--- src/lp4_pd_regs.vh ---
// Timing constants for the power-down and mode register command sequencer
`ifndef LP4_PD_REGS_VH
`define LP4_PD_REGS_VH

// Controller clock period in picoseconds (20 MHz)
`define CLK_PERIOD_PS 50000

// Larger of a time rounded up to whole cycles and a cycle count
`define PS_UP(ps) (((ps) + `CLK_PERIOD_PS - 1) / `CLK_PERIOD_PS)
`define MAX_CYC(ps, n) ((`PS_UP(ps) > (n)) ? `PS_UP(ps) : (n))

// Clock enable minimum pulse width, either level
`define CLOCK_ENABLE_MIN_PULSE_PS 7500
`define CLOCK_ENABLE_MIN_PULSE_NCK 4
// Valid command to clock enable low
`define COMMAND_TO_CLOCK_ENABLE_LOW_DELAY_PS 1750
`define COMMAND_TO_CLOCK_ENABLE_LOW_DELAY_NCK 3
// Clock held toggling after clock enable low
`define CLOCK_HOLD_AFTER_ENABLE_LOW_PS 5000
`define CLOCK_HOLD_AFTER_ENABLE_LOW_NCK 5
// Chip select valid before clock enable low
`define SELECT_SETUP_BEFORE_ENABLE_LOW_PS 1750
// Chip select valid after clock enable low
`define SELECT_HOLD_AFTER_ENABLE_LOW_PS 5000
`define SELECT_HOLD_AFTER_ENABLE_LOW_NCK 5
// Clock restarted before clock enable high
`define CLOCK_SETUP_BEFORE_ENABLE_HIGH_PS 1750
`define CLOCK_SETUP_BEFORE_ENABLE_HIGH_NCK 3
// Power-down exit to next valid command
`define POWERDOWN_EXIT_DELAY_PS 7500
`define POWERDOWN_EXIT_DELAY_NCK 5
// Chip select valid before and after clock enable high
`define SELECT_SETUP_BEFORE_ENABLE_HIGH_PS 1750
`define SELECT_HOLD_AFTER_ENABLE_HIGH_PS 7500
`define SELECT_HOLD_AFTER_ENABLE_HIGH_NCK 5
// Clock and chip select hold after enable low following mode write
`define MODEWRITE_ENABLE_LOW_HOLD_PS 14000
`define MODEWRITE_ENABLE_LOW_HOLD_NCK 10
// Clock and chip select hold after enable low following calibration start
`define CALIBRATION_ENABLE_LOW_HOLD_PS 1750
`define CALIBRATION_ENABLE_LOW_HOLD_NCK 3
// Mode register write and read command periods
`define MODE_WRITE_PERIOD_PS 10000
`define MODE_WRITE_PERIOD_NCK 10
`define MODE_READ_PERIOD_NCK 3
// Extra wait before a mode read after exit: row-to-column delay plus cycles
`define ROW_TO_COLUMN_DELAY_PS 18000
`define ROW_TO_COLUMN_DELAY_NCK 4
`define MODE_READ_AFTER_EXIT_EXTRA_NCK 3

// Cycle counts
`define CKE_PULSE_CYC `MAX_CYC(`CLOCK_ENABLE_MIN_PULSE_PS, `CLOCK_ENABLE_MIN_PULSE_NCK)
`define CMD_CKE_CYC `MAX_CYC(`COMMAND_TO_CLOCK_ENABLE_LOW_DELAY_PS, \
    `COMMAND_TO_CLOCK_ENABLE_LOW_DELAY_NCK)
`define CK_HOLD_CYC `MAX_CYC(`CLOCK_HOLD_AFTER_ENABLE_LOW_PS, `CLOCK_HOLD_AFTER_ENABLE_LOW_NCK)
`define CS_SETUP_LOW_CYC `MAX_CYC(`SELECT_SETUP_BEFORE_ENABLE_LOW_PS, 1)
`define CS_HOLD_LOW_CYC `MAX_CYC(`SELECT_HOLD_AFTER_ENABLE_LOW_PS, \
    `SELECT_HOLD_AFTER_ENABLE_LOW_NCK)
`define CK_SETUP_HIGH_CYC `MAX_CYC(`CLOCK_SETUP_BEFORE_ENABLE_HIGH_PS, \
    `CLOCK_SETUP_BEFORE_ENABLE_HIGH_NCK)
`define XP_CYC `MAX_CYC(`POWERDOWN_EXIT_DELAY_PS, `POWERDOWN_EXIT_DELAY_NCK)
`define CS_SETUP_HIGH_CYC `MAX_CYC(`SELECT_SETUP_BEFORE_ENABLE_HIGH_PS, 1)
`define CS_HOLD_HIGH_CYC `MAX_CYC(`SELECT_HOLD_AFTER_ENABLE_HIGH_PS, \
    `SELECT_HOLD_AFTER_ENABLE_HIGH_NCK)
`define MRW_HOLD_CYC `MAX_CYC(`MODEWRITE_ENABLE_LOW_HOLD_PS, `MODEWRITE_ENABLE_LOW_HOLD_NCK)
`define ZQ_HOLD_CYC `MAX_CYC(`CALIBRATION_ENABLE_LOW_HOLD_PS, `CALIBRATION_ENABLE_LOW_HOLD_NCK)
`define MRW_PERIOD_CYC `MAX_CYC(`MODE_WRITE_PERIOD_PS, `MODE_WRITE_PERIOD_NCK)
`define MRR_PERIOD_CYC `MODE_READ_PERIOD_NCK
`define MRRI_CYC (`MAX_CYC(`ROW_TO_COLUMN_DELAY_PS, `ROW_TO_COLUMN_DELAY_NCK) + \
    `MODE_READ_AFTER_EXIT_EXTRA_NCK)
`define OTHER_PERIOD_CYC 1

// Command codes on the command output
`define CMD_OTHER 2'h0
`define CMD_MRW 2'h1
`define CMD_MRR 2'h2
`define CMD_ZQS 2'h3

`endif

--- src/lp4_pd_sequencer.v ---
// Host-side sequencer for power-down entry/exit and mode register command spacing
//
// Operation
// - Hold clock enable at each level at least max(7.5 ns, 4 cycles).
// - Wait command-to-enable-low delay after a valid command before enable low.
// - Keep clock toggling max(5 ns, 5 cycles) after enable falls.
// - Keep chip select valid at least 1.75 ns before enable falls.
// - Keep chip select valid max(5 ns, 5 cycles) after enable falls.
// - Restart clock max(1.75 ns, 3 cycles) before raising enable.
// - No valid command until max(7.5 ns, 5 cycles) after power-down exit.
// - Chip select valid 1.75 ns before and max(7.5 ns, 5 cycles) after enable rises.
// - After mode write, hold clock and select max(14 ns, 10 cycles) past enable low.
// - After calibration start, hold clock and select their interval past enable low.
// - Space mode write from next command by max(10 ns, 10 cycles).
// - Space mode read from next command by the read command period.
// - Mode read waits exit delay plus row-to-column delay plus cycles.
`include "lp4_pd_regs.vh"

module lp4_pd_sequencer (
    // Clock and reset
    input wire mclk_i,
    input wire rst_n_i,
    // User requests
    input wire pd_req_i,
    input wire cmd_valid_i,
    input wire [1:0] cmd_type_i,
    // User status
    output wire cmd_ready_o,
    output wire pd_active_o,
    // Memory side pins
    output wire cke_o,
    output wire cs_o,
    output wire cs_oe_o,
    output wire ck_run_o,
    output wire [1:0] cmd_o
);
    // One-hot states
    localparam [4:0] ST_ACT = 5'h01;
    localparam [4:0] ST_HOLD = 5'h02;
    localparam [4:0] ST_PD = 5'h04;
    localparam [4:0] ST_SETUP = 5'h08;
    localparam [4:0] ST_EXIT = 5'h10;

    // Cycle counts, derived from time and cycle figures in the header
    localparam integer CKE_PULSE_INT = `CKE_PULSE_CYC;
    localparam integer CMD_CKE_INT = `CMD_CKE_CYC;
    localparam integer CK_HOLD_INT = `CK_HOLD_CYC;
    localparam integer CS_HOLD_LOW_INT = `CS_HOLD_LOW_CYC;
    localparam integer CK_SETUP_HIGH_INT = `CK_SETUP_HIGH_CYC;
    localparam integer CS_SETUP_HIGH_INT = `CS_SETUP_HIGH_CYC;
    localparam integer XP_INT = `XP_CYC;
    localparam integer CS_HOLD_HIGH_INT = `CS_HOLD_HIGH_CYC;
    localparam integer MRW_HOLD_INT = `MRW_HOLD_CYC;
    localparam integer ZQ_HOLD_INT = `ZQ_HOLD_CYC;
    localparam integer MRW_PERIOD_INT = `MRW_PERIOD_CYC;
    localparam integer MRR_PERIOD_INT = `MRR_PERIOD_CYC;
    localparam integer OTHER_PERIOD_INT = `OTHER_PERIOD_CYC;
    localparam integer MRRI_INT = `MRRI_CYC;
    // Cut to the 8-bit timer width; every count is far below 256
    localparam [7:0] CKE_PULSE = CKE_PULSE_INT[7:0];
    localparam [7:0] CMD_CKE = CMD_CKE_INT[7:0];
    localparam [7:0] CK_HOLD = CK_HOLD_INT[7:0];
    localparam [7:0] CS_HOLD_LOW = CS_HOLD_LOW_INT[7:0];
    localparam [7:0] CK_SETUP_HIGH = CK_SETUP_HIGH_INT[7:0];
    localparam [7:0] CS_SETUP_HIGH = CS_SETUP_HIGH_INT[7:0];
    localparam [7:0] XP = XP_INT[7:0];
    localparam [7:0] CS_HOLD_HIGH = CS_HOLD_HIGH_INT[7:0];
    localparam [7:0] MRW_HOLD = MRW_HOLD_INT[7:0];
    localparam [7:0] ZQ_HOLD = ZQ_HOLD_INT[7:0];
    localparam [7:0] MRW_PERIOD = MRW_PERIOD_INT[7:0];
    localparam [7:0] MRR_PERIOD = MRR_PERIOD_INT[7:0];
    localparam [7:0] OTHER_PERIOD = OTHER_PERIOD_INT[7:0];
    localparam [7:0] MRRI = MRRI_INT[7:0];

    // Combined windows: the larger of the figures that run together; the mode read wait is the sum of XP and MRRI
    localparam [7:0] PD_HOLD_BASE = (CK_HOLD > CS_HOLD_LOW) ? CK_HOLD : CS_HOLD_LOW;
    localparam [7:0] EXIT_SETUP = (CK_SETUP_HIGH > CS_SETUP_HIGH) ? CK_SETUP_HIGH
        : CS_SETUP_HIGH;
    localparam [7:0] EXIT_WAIT = (XP > CS_HOLD_HIGH) ? XP : CS_HOLD_HIGH;
    localparam [7:0] MRR_WAIT = XP + MRRI;

    reg [4:0] state_r;
    reg [4:0] state_nxt;
    reg cke_r;
    reg cke_nxt;
    reg cs_r;
    reg cs_nxt;
    reg cs_oe_r;
    reg cs_oe_nxt;
    reg ck_run_r;
    reg ck_run_nxt;
    reg [1:0] cmd_r;
    reg [1:0] cmd_nxt;
    reg ready_r;
    reg ready_nxt;
    reg last_mrw_r;
    reg last_mrw_nxt;
    reg last_zq_r;
    reg last_zq_nxt;

    // Timer controls
    reg cke_ld;
    reg cmdcke_ld;
    reg space_ld;
    reg [7:0] space_val;
    reg seq_ld;
    reg [7:0] seq_val;
    reg mrri_ld;
    wire cke_busy;
    wire cmdcke_busy;
    wire space_busy;
    wire seq_busy;
    wire mrri_busy;

    wire accept = cmd_valid_i & ready_r;

    // Time since the last enable edge
    hold_timer u_cke (
        .mclk_i(mclk_i),
        .rst_n_i(rst_n_i),
        .load_i(cke_ld),
        .value_i(CKE_PULSE),
        .busy_o(cke_busy)
    );

    // Time since the last command, gating enable low
    hold_timer u_cmdcke (
        .mclk_i(mclk_i),
        .rst_n_i(rst_n_i),
        .load_i(cmdcke_ld),
        .value_i(CMD_CKE),
        .busy_o(cmdcke_busy)
    );

    // Command-to-command spacing
    hold_timer u_space (
        .mclk_i(mclk_i),
        .rst_n_i(rst_n_i),
        .load_i(space_ld),
        .value_i(space_val),
        .busy_o(space_busy)
    );

    // Entry hold, exit setup and exit wait run one after another
    hold_timer u_seq (
        .mclk_i(mclk_i),
        .rst_n_i(rst_n_i),
        .load_i(seq_ld),
        .value_i(seq_val),
        .busy_o(seq_busy)
    );

    // Lockout of every command after exit, sized for a mode read
    hold_timer u_mrri (
        .mclk_i(mclk_i),
        .rst_n_i(rst_n_i),
        .load_i(mrri_ld),
        .value_i(MRR_WAIT),
        .busy_o(mrri_busy)
    );

    // Spacing after each command kind
    always @* begin
        case (cmd_type_i)
            `CMD_MRW: space_val = MRW_PERIOD;
            `CMD_MRR: space_val = MRR_PERIOD;
            default: space_val = OTHER_PERIOD;
        endcase
    end

    // Sequencer next state
    always @* begin
        state_nxt = state_r;
        cke_nxt = cke_r;
        cs_nxt = 1'b0;
        cs_oe_nxt = cs_oe_r;
        ck_run_nxt = ck_run_r;
        cmd_nxt = cmd_r;
        last_mrw_nxt = last_mrw_r;
        last_zq_nxt = last_zq_r;
        cke_ld = 1'b0;
        cmdcke_ld = 1'b0;
        space_ld = 1'b0;
        seq_ld = 1'b0;
        seq_val = 8'h00;
        mrri_ld = 1'b0;
        case (state_r)
            ST_ACT: begin
                if (accept) begin
                    cs_nxt = 1'b1;
                    cmd_nxt = cmd_type_i;
                    space_ld = 1'b1;
                    cmdcke_ld = 1'b1;
                    last_mrw_nxt = (cmd_type_i == `CMD_MRW);
                    last_zq_nxt = (cmd_type_i == `CMD_ZQS);
                end else if (pd_req_i && !cke_busy && !cmdcke_busy && !space_busy
                             && cs_oe_r) begin
                    cke_nxt = 1'b0;
                    cke_ld = 1'b1;
                    seq_ld = 1'b1;
                    // Clock and select stay valid for the longest applicable hold
                    if (last_mrw_r && MRW_HOLD > PD_HOLD_BASE) begin
                        seq_val = MRW_HOLD;
                    end else if (last_zq_r && ZQ_HOLD > PD_HOLD_BASE) begin
                        seq_val = ZQ_HOLD;
                    end else begin
                        seq_val = PD_HOLD_BASE;
                    end
                    state_nxt = ST_HOLD;
                end
            end
            ST_HOLD: begin
                if (!seq_busy) begin
                    ck_run_nxt = 1'b0;
                    cs_oe_nxt = 1'b0;
                    state_nxt = ST_PD;
                end
            end
            ST_PD: begin
                if (!pd_req_i && !cke_busy) begin
                    ck_run_nxt = 1'b1;
                    cs_oe_nxt = 1'b1;
                    seq_ld = 1'b1;
                    seq_val = EXIT_SETUP;
                    state_nxt = ST_SETUP;
                end
            end
            ST_SETUP: begin
                if (!seq_busy) begin
                    cke_nxt = 1'b1;
                    cke_ld = 1'b1;
                    seq_ld = 1'b1;
                    seq_val = EXIT_WAIT;
                    mrri_ld = 1'b1;
                    last_mrw_nxt = 1'b0;
                    last_zq_nxt = 1'b0;
                    state_nxt = ST_EXIT;
                end
            end
            ST_EXIT: begin
                if (!seq_busy) begin
                    state_nxt = ST_ACT;
                end
            end
            default: begin
                state_nxt = ST_ACT;
            end
        endcase
    end

    // Ready is registered; the accept term blocks a second take before spacing starts
    always @* begin
        ready_nxt = (state_nxt == ST_ACT) && !pd_req_i && !accept && !space_busy
            && !mrri_busy;
    end

    // Sequencer registers; after reset the device is awake with clock running
    always @(posedge mclk_i or negedge rst_n_i) begin
        if (!rst_n_i) begin
            state_r <= ST_ACT;
            cke_r <= 1'b1;
            cs_r <= 1'b0;
            cs_oe_r <= 1'b1;
            ck_run_r <= 1'b1;
            cmd_r <= `CMD_OTHER;
            ready_r <= 1'b0;
            last_mrw_r <= 1'b0;
            last_zq_r <= 1'b0;
        end else begin
            state_r <= state_nxt;
            cke_r <= cke_nxt;
            cs_r <= cs_nxt;
            cs_oe_r <= cs_oe_nxt;
            ck_run_r <= ck_run_nxt;
            cmd_r <= cmd_nxt;
            ready_r <= ready_nxt;
            last_mrw_r <= last_mrw_nxt;
            last_zq_r <= last_zq_nxt;
        end
    end

    // Outputs straight from flops
    assign cmd_ready_o = ready_r;
    assign pd_active_o = state_r[2]; // One-hot bit of the power-down state
    assign cke_o = cke_r;
    assign cs_o = cs_r;
    assign cs_oe_o = cs_oe_r;
    assign ck_run_o = ck_run_r;
    assign cmd_o = cmd_r;
endmodule // lp4_pd_sequencer

--- src/hold_timer.v ---
// Reloadable down-counter that reports busy until a loaded count expires
module hold_timer (
    // Clock and reset
    input wire mclk_i,
    input wire rst_n_i,
    // Load request and count
    input wire load_i,
    input wire [7:0] value_i,
    // Count still running
    output wire busy_o
);
    reg [7:0] cnt_r;

    // Load wins over the decrement so a restart is never lost
    always @(posedge mclk_i or negedge rst_n_i) begin
        if (!rst_n_i) begin
            cnt_r <= 8'h00;
        end else if (load_i) begin
            cnt_r <= value_i;
        end else if (cnt_r != 8'h00) begin
            cnt_r <= cnt_r - 8'h01;
        end
    end

    assign busy_o = (cnt_r != 8'h00);
endmodule // hold_timer

--- config.mk ---
export PLATFORM = sky130hd
export DESIGN_NAME = lp4_pd_sequencer
export DESIGN_NICKNAME = d
export VERILOG_FILES = /design/src/lp4_pd_sequencer.v /design/src/hold_timer.v
export VERILOG_INCLUDE_DIRS = /design/src
export SDC_FILE = /design/constraint.sdc
export NUM_CORES = 1
export LEC_CHECK = 0
export BUFFER_PORTS_ARGS = -buffer_cell sky130_fd_sc_hd__clkbuf_2
export CELL_PAD_IN_SITES_DETAIL_PLACEMENT = 1
export CELL_PAD_IN_SITES_GLOBAL_PLACEMENT = 2
export CORE_ASPECT_RATIO = 0.6
export CORE_UTILIZATION = 42
export CTS_BUF_LIST = sky130_fd_sc_hd__clkbuf_4 sky130_fd_sc_hd__clkbuf_8 sky130_fd_sc_hd__clkbuf_16
export CTS_CLUSTER_SIZE = 10
export DETAILED_ROUTE_END_ITERATION = 8
export PLACE_DENSITY_LB_ADDON = 0.3
export SLEW_MARGIN = 10
export SYNTH_ARGS = -nofsm -noshare
export SYNTH_HDL_FRONTEND = slang
export SYNTH_SLANG_ARGS = --single-unit
export TNS_END_PERCENT = 50
--- constraint.sdc ---
create_clock -name mclk_i -period 4.8 [get_ports mclk_i]
set_input_delay 0.24 -clock mclk_i [delete_from_list [all_inputs] [get_ports mclk_i]]
set_output_delay 0.24 -clock mclk_i [all_outputs]
set_load 0.01 [all_outputs]
==> key figures, run 1 <==
Floorplan
  • Die height: ~66 um
  • I/O pin count: 14
  • Die ar.: 0.00711 mm2
  • Die width: roughly 110 um
  • Core Footprint: roughly 0.0063 mm2
  • Initial Utilization: about 45%
  • Row count: 22

Synth
  • Sequential area share after synthesis: 45.9%
  • Dominant cell type by area after synthesis: dfrtp_1
  • Most instantiated library cell after synthesis: nor2_1
  • Post-synth top cells: 51 x nor2_1, 49 x dfrtp_1, 19 x nand2_1, 16 x inv_1
  • Synth warn: 0
  • Share of the synthesized area in the top cell type: 43.1%
  • Post-synth cell types: 50
  • Ys async rst share: 100%
  • Synth Register Bits: 52
  • Most used flip-flop cell after synthesis: dfrtp_1
  • Synthesized area per cell: 9.54 um2
  • Synth Instances: slightly below 300
  • Ranking of synthesized cells by area: dfrtp_1 43%, nor2_1 6.7%, ha_1 5.3%
  • Netlist Area Pre-Place: roughly 0.0028 mm2
  • Syn nets: 316
  • Post-synth EDFFs: 0

Setup path
  • Worst r2r src: u_seq.cnt_r[0]
  • Worst Path Arrival: 3.05 ns
  • Critical Path Most Common Cell: nor2_1
  • Worst setup EP type: flip-flop
  • Critical Path Start: u_seq.cnt_r[0]
  • Worst path slowest cell: or4b_2
  • Req. time, crit path: about 5 ns
  • Critical Path, Cell by Cell: inv_1, ha_1, or4b_2, nor2_1, and2_1, or3_1, nor2_1
  • R2R cell count: 7
  • Critical Path Source Type: flip-flop
  • Delay-heaviest family, CP: simple AND/OR/NAND/NOR gates
  • Largest incremental delay on the critical path: 0.66 ns
  • Crit path buf inv count: 1
  • CP Depth: 7
  • Reg2reg end: u_seq.cnt_r[7]
  • CP Class: reg2reg
  • Worst Path Max Fanout: 12
  • R2R Setup Slk: roughly 1.9 ns

Final layout
  • Layout cells sized above 1: 12.5%
  • Final #Nets: 328
  • Register area: 0.00131 mm2
  • # fillers: 734
  • N_diodes: 0
  • P&R area growth vs syn: 10.0%
  • Multi-input gate area: 0.00143 mm2
  • Layout Utilization: around 49%
  • Design Area, Final: about 0.0031 mm2

Timing
  • Worst-margin pin slew: 0.964 ns
  • Hold Fails Final Rpt: 0
  • Max Slew Vio Count: 0
  • Fin Clk Skew: 0.00521 ns
  • Final worst setup slack: 1.93 ns
  • RSZ-0062 raised after global routing: no
  • Setup TNS: 0 ns
  • Final critical-path required period: ~2.9 ns
  • Max Freq: 348 MHz
  • Hold_ws: 0.0585 ns
  • Setup-failing EPs final: 0
  • Period Utilization, post-route: 59.9%
  • Slew Limit Headroom: 35.5%

Drt
  • Total number of vias: 2228
  • Wire per inst: 16.7 um
  • Routed Antenna Nets: 0
  • Initial DRT Pass Iterations: 4
  • DR vias/cell: 5.64
  • Drt drc: 0
  • Initial DRC count: 76
  • WL final: 6600 um

Global route
  • GRT Residual Overflow: 0
  • GR Util All Layers: 21.4%
  • Largest net degree at the start of global routing: 53
  • First-pass GRT wire length: 11600 um
  • Vias in the first global route: 2209
  • Initial antenna violation count: 0

Clocking
  • Post CTS Setup Buffer Count: 0
  • Clock latency on the worst-skew pair: 0.29 ns
  • TritonCTS clock tree: yes
  • Hold Buf Count CTS: 0
  • Clk root buf: clkbuf_16
  • CTS H-tree lvls: 2
  • CTS Buffer Depth: 2
  • Worst-path clk slew: 0.07 ns
  • CTS Sinks: 52
  • CTS buffer count: 5
  • Post-cts gate resize count: 0

Place
  • Detail Placement HPWL: 5050 um
  • Post-DP Area: between 0.002 and 0.003 mm2
  • Port bufs: 13
  • RD Place Congestion: 0.778
  • Worst slack, placed: 1.93 ns

Run status
  • Status: completed

Power
  • Worst VDD drop: about 0.14 mV
  • Leak: roughly 1.4 nW
  • Pwr/cell area: 331 mW/mm2

Job
  • Max Cap Viol: 0

Hold path
  • Hold Path Class: in2async
==> kinds of logic after synthesis <==
| kind of cell | Yosys count | synth area share, % |
|---|---|---|
| AOI/OAI and AO/OA | 43 | 9.55 |
| adders and majority gates | 12 | 5.28 |
| buffers and inverters | 26 | 3.83 |
| xor gates and xnor gates | 26 | 8.01 |
| DFF | 52 | 45.9 |
| muxes | 6 | 2.24 |
| and+or+nand+nor | 133 | 25.2 |
==> metrics by stage <==
stage	total power, mW	std cells
finish	1.04	395
global route	1.08	395
CTS	1.04	395
detailed placement	0.674	387
global placement	0.672	387
floorplan	0.622	298
==> area by class of cell <==
class | instances | share of cell area, %
Sequential cell | 52 | 41.7
Clock buffer | 6 | 4.44
Timing Repair Buffer | 15 | 2.56
Tap cell | 84 | 3.36
Inverter | 16 | 1.92
Multi-Input combinational cell | 220 | 45.7
Clock inverter | 2 | 0.320
==> registers in the layout, indices dropped and copies added, names as in the netlist <==
name	cells
ck_run_o	1
cke_o	1
cmd_o	2
cmd_ready_o	1
cs_o	1
last_mrw_r	1
state_r	5
u_cke.cnt_r	8
u_cmdcke.cnt_r	8
u_mrri.cnt_r	8
u_seq.cnt_r	8
u_space.cnt_r	8
==> how the worst max path moves through the flow <==
stage,endpoint,slack (ns)
after floorplan,cmd_ready_o,2.15
after global placement,u_seq.cnt_r[0],1.95
after detailed placement,u_seq.cnt_r[0],1.93
after CTS,u_seq.cnt_r[7],1.93
after global routing,u_seq.cnt_r[6],1.74
final,u_seq.cnt_r[7],1.93
==> report_power, final <==
part	leakage (nW)	internal [mW]	switching [mW]	total, mW
combinational	0.675	0.0707	0.0874	0.158
clock	0.0766	0.206	0.159	0.365
sequential	0.646	0.474	0.0388	0.513
total	1.40	0.750	0.285	1.04
==> layout by cell type (no fill, tap or decap), types with 2 or more instances in the layout <==
cell type,Yosys,final
nor2_1,51,51
dfrtp_1,49,49
nand2_1,19,19
inv_1,16,16
nor3_1,14,14
xnor2_1,14,14
a21oi_1,13,13
clkbuf_2,0,13
xor2_1,12,12
ha_1,12,12
o21ai_0,11,11
nand3_1,8,8
or4_1,7,7
clkbuf_16,0,5
nor4_1,4,4
nor3b_1,4,4
and2_1,4,4
nand4_1,3,3
a211oi_1,3,3
mux2_2,3,3
mux2i_1,3,3
dfstp_2,3,3
or4b_2,2,2
or3_1,2,2
o2111ai_1,2,2
or4_4,2,2
o21a_1,2,2
a2bb2oi_1,2,2
and3_1,2,2
nor4b_1,2,2
o31ai_1,2,2
clkinv_2,0,2
buf_4,1,2
==> routing by layer <==
metal	track usage (%)	routed length, um
met5	0	0
met4	5.14	65
met3	3.97	243
met2	29.1	2610
met1	34.0	3680
Power figures use the tool's default switching activity.
==> inputs of run 2 (changes only) <==
ABC_AREA = 1   (was default)
CORE_UTILIZATION = 37   (was 42)
clock period = 2.7 ns   (was 4.8 ns; I/O delays follow)
==> key figures, run 2 <==
Timing
  • Hold Fails Final Rpt: 49
  • RSZ-0062 raised after global routing: no
  • Slew Limit Headroom: 54.6%
  • Setup-failing EPs final: 0
  • Setup TNS: 0 ns
  • Hold_ws: -0.0270 ns
  • Fin Clk Skew: between 0.004 and 0.005 ns
  • Period Utilization, post-route: 71.5%
  • Max Freq: 518 MHz
  • Final critical-path required period: 1.93 ns
  • Max Slew Vio Count: 0
  • Worst-margin pin slew: between 0.6 and 0.7 ns

Synth
  • Synth Register Bits: 52
  • Most used flip-flop cell after synthesis: dfrtp_1
  • Post-synth top cells: 61 x inv_1, 49 x dfrtp_1, 49 x nand2_1, 49 x nor2_1, 29 x nand3_1
  • Netlist Area Pre-Place: 0.00314 mm2
  • Post-synth cell types: between 40 and 50
  • Most instantiated library cell after synthesis: inv_1
  • Dominant cell type by area after synthesis: dfrtp_1
  • Synthesized area per cell: roughly 8.2 um2
  • Post-synth EDFFs: 0
  • Syn nets: 400
  • Share of the synthesized area in the top cell type: 39.1%
  • Sequential area share after synthesis: 41.6%
  • Ranking of synthesized cells by area: dfrtp_1 39%, inv_1 7.3%, nand2_1 5.9%
  • Ys async rst share: 100%
  • Synth Instances: between 300 and 400
  • Synth warn: 0

Final layout
  • Most common cell after layout, fill and taps aside: inv_1
  • N_diodes: 0
  • Layout cells sized above 1: 17.2%
  • Most frequent cells in the layout: 61 x inv_1, 49 x nor2_1, 49 x nand2_1, 49 x dfrtp_1, 29 x nand3_1
  • Final #Nets: 419
  • # fillers: 971
  • P&R area growth vs syn: 10.8%

Clocking
  • Clock latency on the worst-skew pair: 0.29 ns
  • CTS buffer count: 5
  • Post-cts gate resize count: 0
  • CTS Sinks: 52
  • CTS H-tree lvls: 2
  • Hold Buf Count CTS: 0
  • CTS Buffer Depth: 2
  • Post CTS Setup Buffer Count: 0
  • Worst-path clk slew: about 0.070 ns
  • Clk root buf: clkbuf_16
  • TritonCTS clock tree: yes

Drt
  • WL final: 7540 um
  • Total number of vias: roughly 2500
  • Wire per inst: 14.8 um
  • DR vias/cell: 4.97
  • Routed Antenna Nets: 0
  • Drt drc: 0
  • Initial DRC count: 147
  • Initial DRT Pass Iterations: 4

Power
  • Total power: 2.20 mW
  • Sw Pwr: 0.710 mW
  • Leak: 1.82 nW
  • Sw frac: ~32%
  • Pwr/cell area: 633 mW/mm2
  • Clk pwr share: between 30% and 40%
  • Combinational power share: 23.1%
  • Worst VDD drop: about 0.34 mV
  • Flop pwr share: 46.3%
  • P_int: 1.49 mW

Setup path
  • Critical Path Source Type: flip-flop
  • Worst r2r src: u_seq.cnt_r[0]
  • CP Class: reg2reg
  • Worst Path Arrival: between 2 and 2.5 ns
  • Worst setup EP type: flip-flop
  • Critical Path Start: u_seq.cnt_r[0]
  • Worst Path Max Fanout: 11
  • Req. time, crit path: roughly 2.9 ns

Floorplan
  • Die ar.: 0.00886 mm2
  • Row count: 25
  • Core Footprint: 0.00804 mm2
  • Initial Utilization: between 30% and 40%
  • Die width: between 100 and 150 um
  • Die height: 73.3 um
  • I/O pin count: 14

Global route
  • GRT Residual Overflow: 0
  • Vias in the first global route: 2568
  • Largest net degree at the start of global routing: 53
  • GR Util All Layers: 19.3%
  • First-pass GRT wire length: 13000 um
  • Initial antenna violation count: 0

Hold path
  • Hold Path Class: in2async

Run status
  • Failing checks: negative hold slack
  • Status: finished with violations

Place
  • Port bufs: 13
  • RD Place Congestion: about 0.83
  • Detail Placement HPWL: 5780 um

Job
  • Max Cap Viol: 0
## run 2: critical path: stages, from the launching register on
cell and delay (ns):
dfrtp_1 0.37, inv_1 0.13, ha_1 0.25, nand2_2 0.10, nor2_4 0.33, nand2_4 0.19, o21ai_1 0.16, nor2_1 0.10
nand4_1 0.13, nor2_1 0.07
## run 2: per-stage QoR
stage / instances / worst slack (ns) / util [%] / area [um2]
after floorplan: 382 / 1.21 / - / 3140
after global placement: 502 / 0.754 / 41.3 / 3320
after detailed placement: 502 / 0.791 / 41.3 / 3320
after CTS: 510 / 0.768 / 43.2 / 3470
after global routing: 510 / 0.625 / 43.2 / 3470
final: 510 / 0.769 / 43.2 / 3470
## run 2: logic make-up (layout without fill, tap and decap cells)
logic type / Yosys count / in the layout / synth area share (%)
AOI/OAI and AO/OA: 54 / 54 / 9.62
xor gates and xnor gates: 11 / 11 / 3.07
adders and majority gates: 12 / 12 / 4.79
buffers and inverters: 73 / 93 / 9.50
DFF: 52 / 52 / 41.6
and+or+nand+nor: 180 / 180 / 31.4
## run 2: path summary, 6_finish.rpt
check                                        to  slack [ns]  cells past startpoint
worst min-delay path             u_cke.cnt_r[5]       -0.03                      2
worst min register to register            cke_o        0.47                      2
worst max-delay path                cmd_ready_o        0.77                      9
max in group asynchronous       u_mrri.cnt_r[4]        2.29                      2
worst max register to register      cmd_ready_o        0.77                      9
min in group mclk_i                    cmd_o[0]        0.12                      3
## run 2: routing by layer
metal / wire length, um / GRT usage, % / up-vias
met5: 0 / 0 / -
met4: 76 / 4.94 / 0
met3: 180 / 3.96 / 8
met2: 2970 / 26.9 / 21
met1: 4310 / 29.7 / 1231
li1: - / - / 1274
## run 2: final cells by class
cell class,count,area [um2],share of cell area [%]
multi-input combinational,257,1530,44.1
sequential,52,1310,37.6
inverter,70,268,7.71
clock buffer,7,146,4.21
tap,108,135,3.89
timing repair buffer,15,80.1,2.30
clock inverter,1,7.51,0.216
## run 2: power groups by stage
stage	Clock, mW	Combinational (mW)	Sequential [mW]
2_1_floorplan	0	0.369	1.01
3_3_place_gp	0	0.481	1.02
3_5_place_dp	0	0.509	1.03
4_1_cts	0.699	0.513	1.02
5_1_grt	0.721	0.596	1.04
6_report	0.672	0.509	1.02
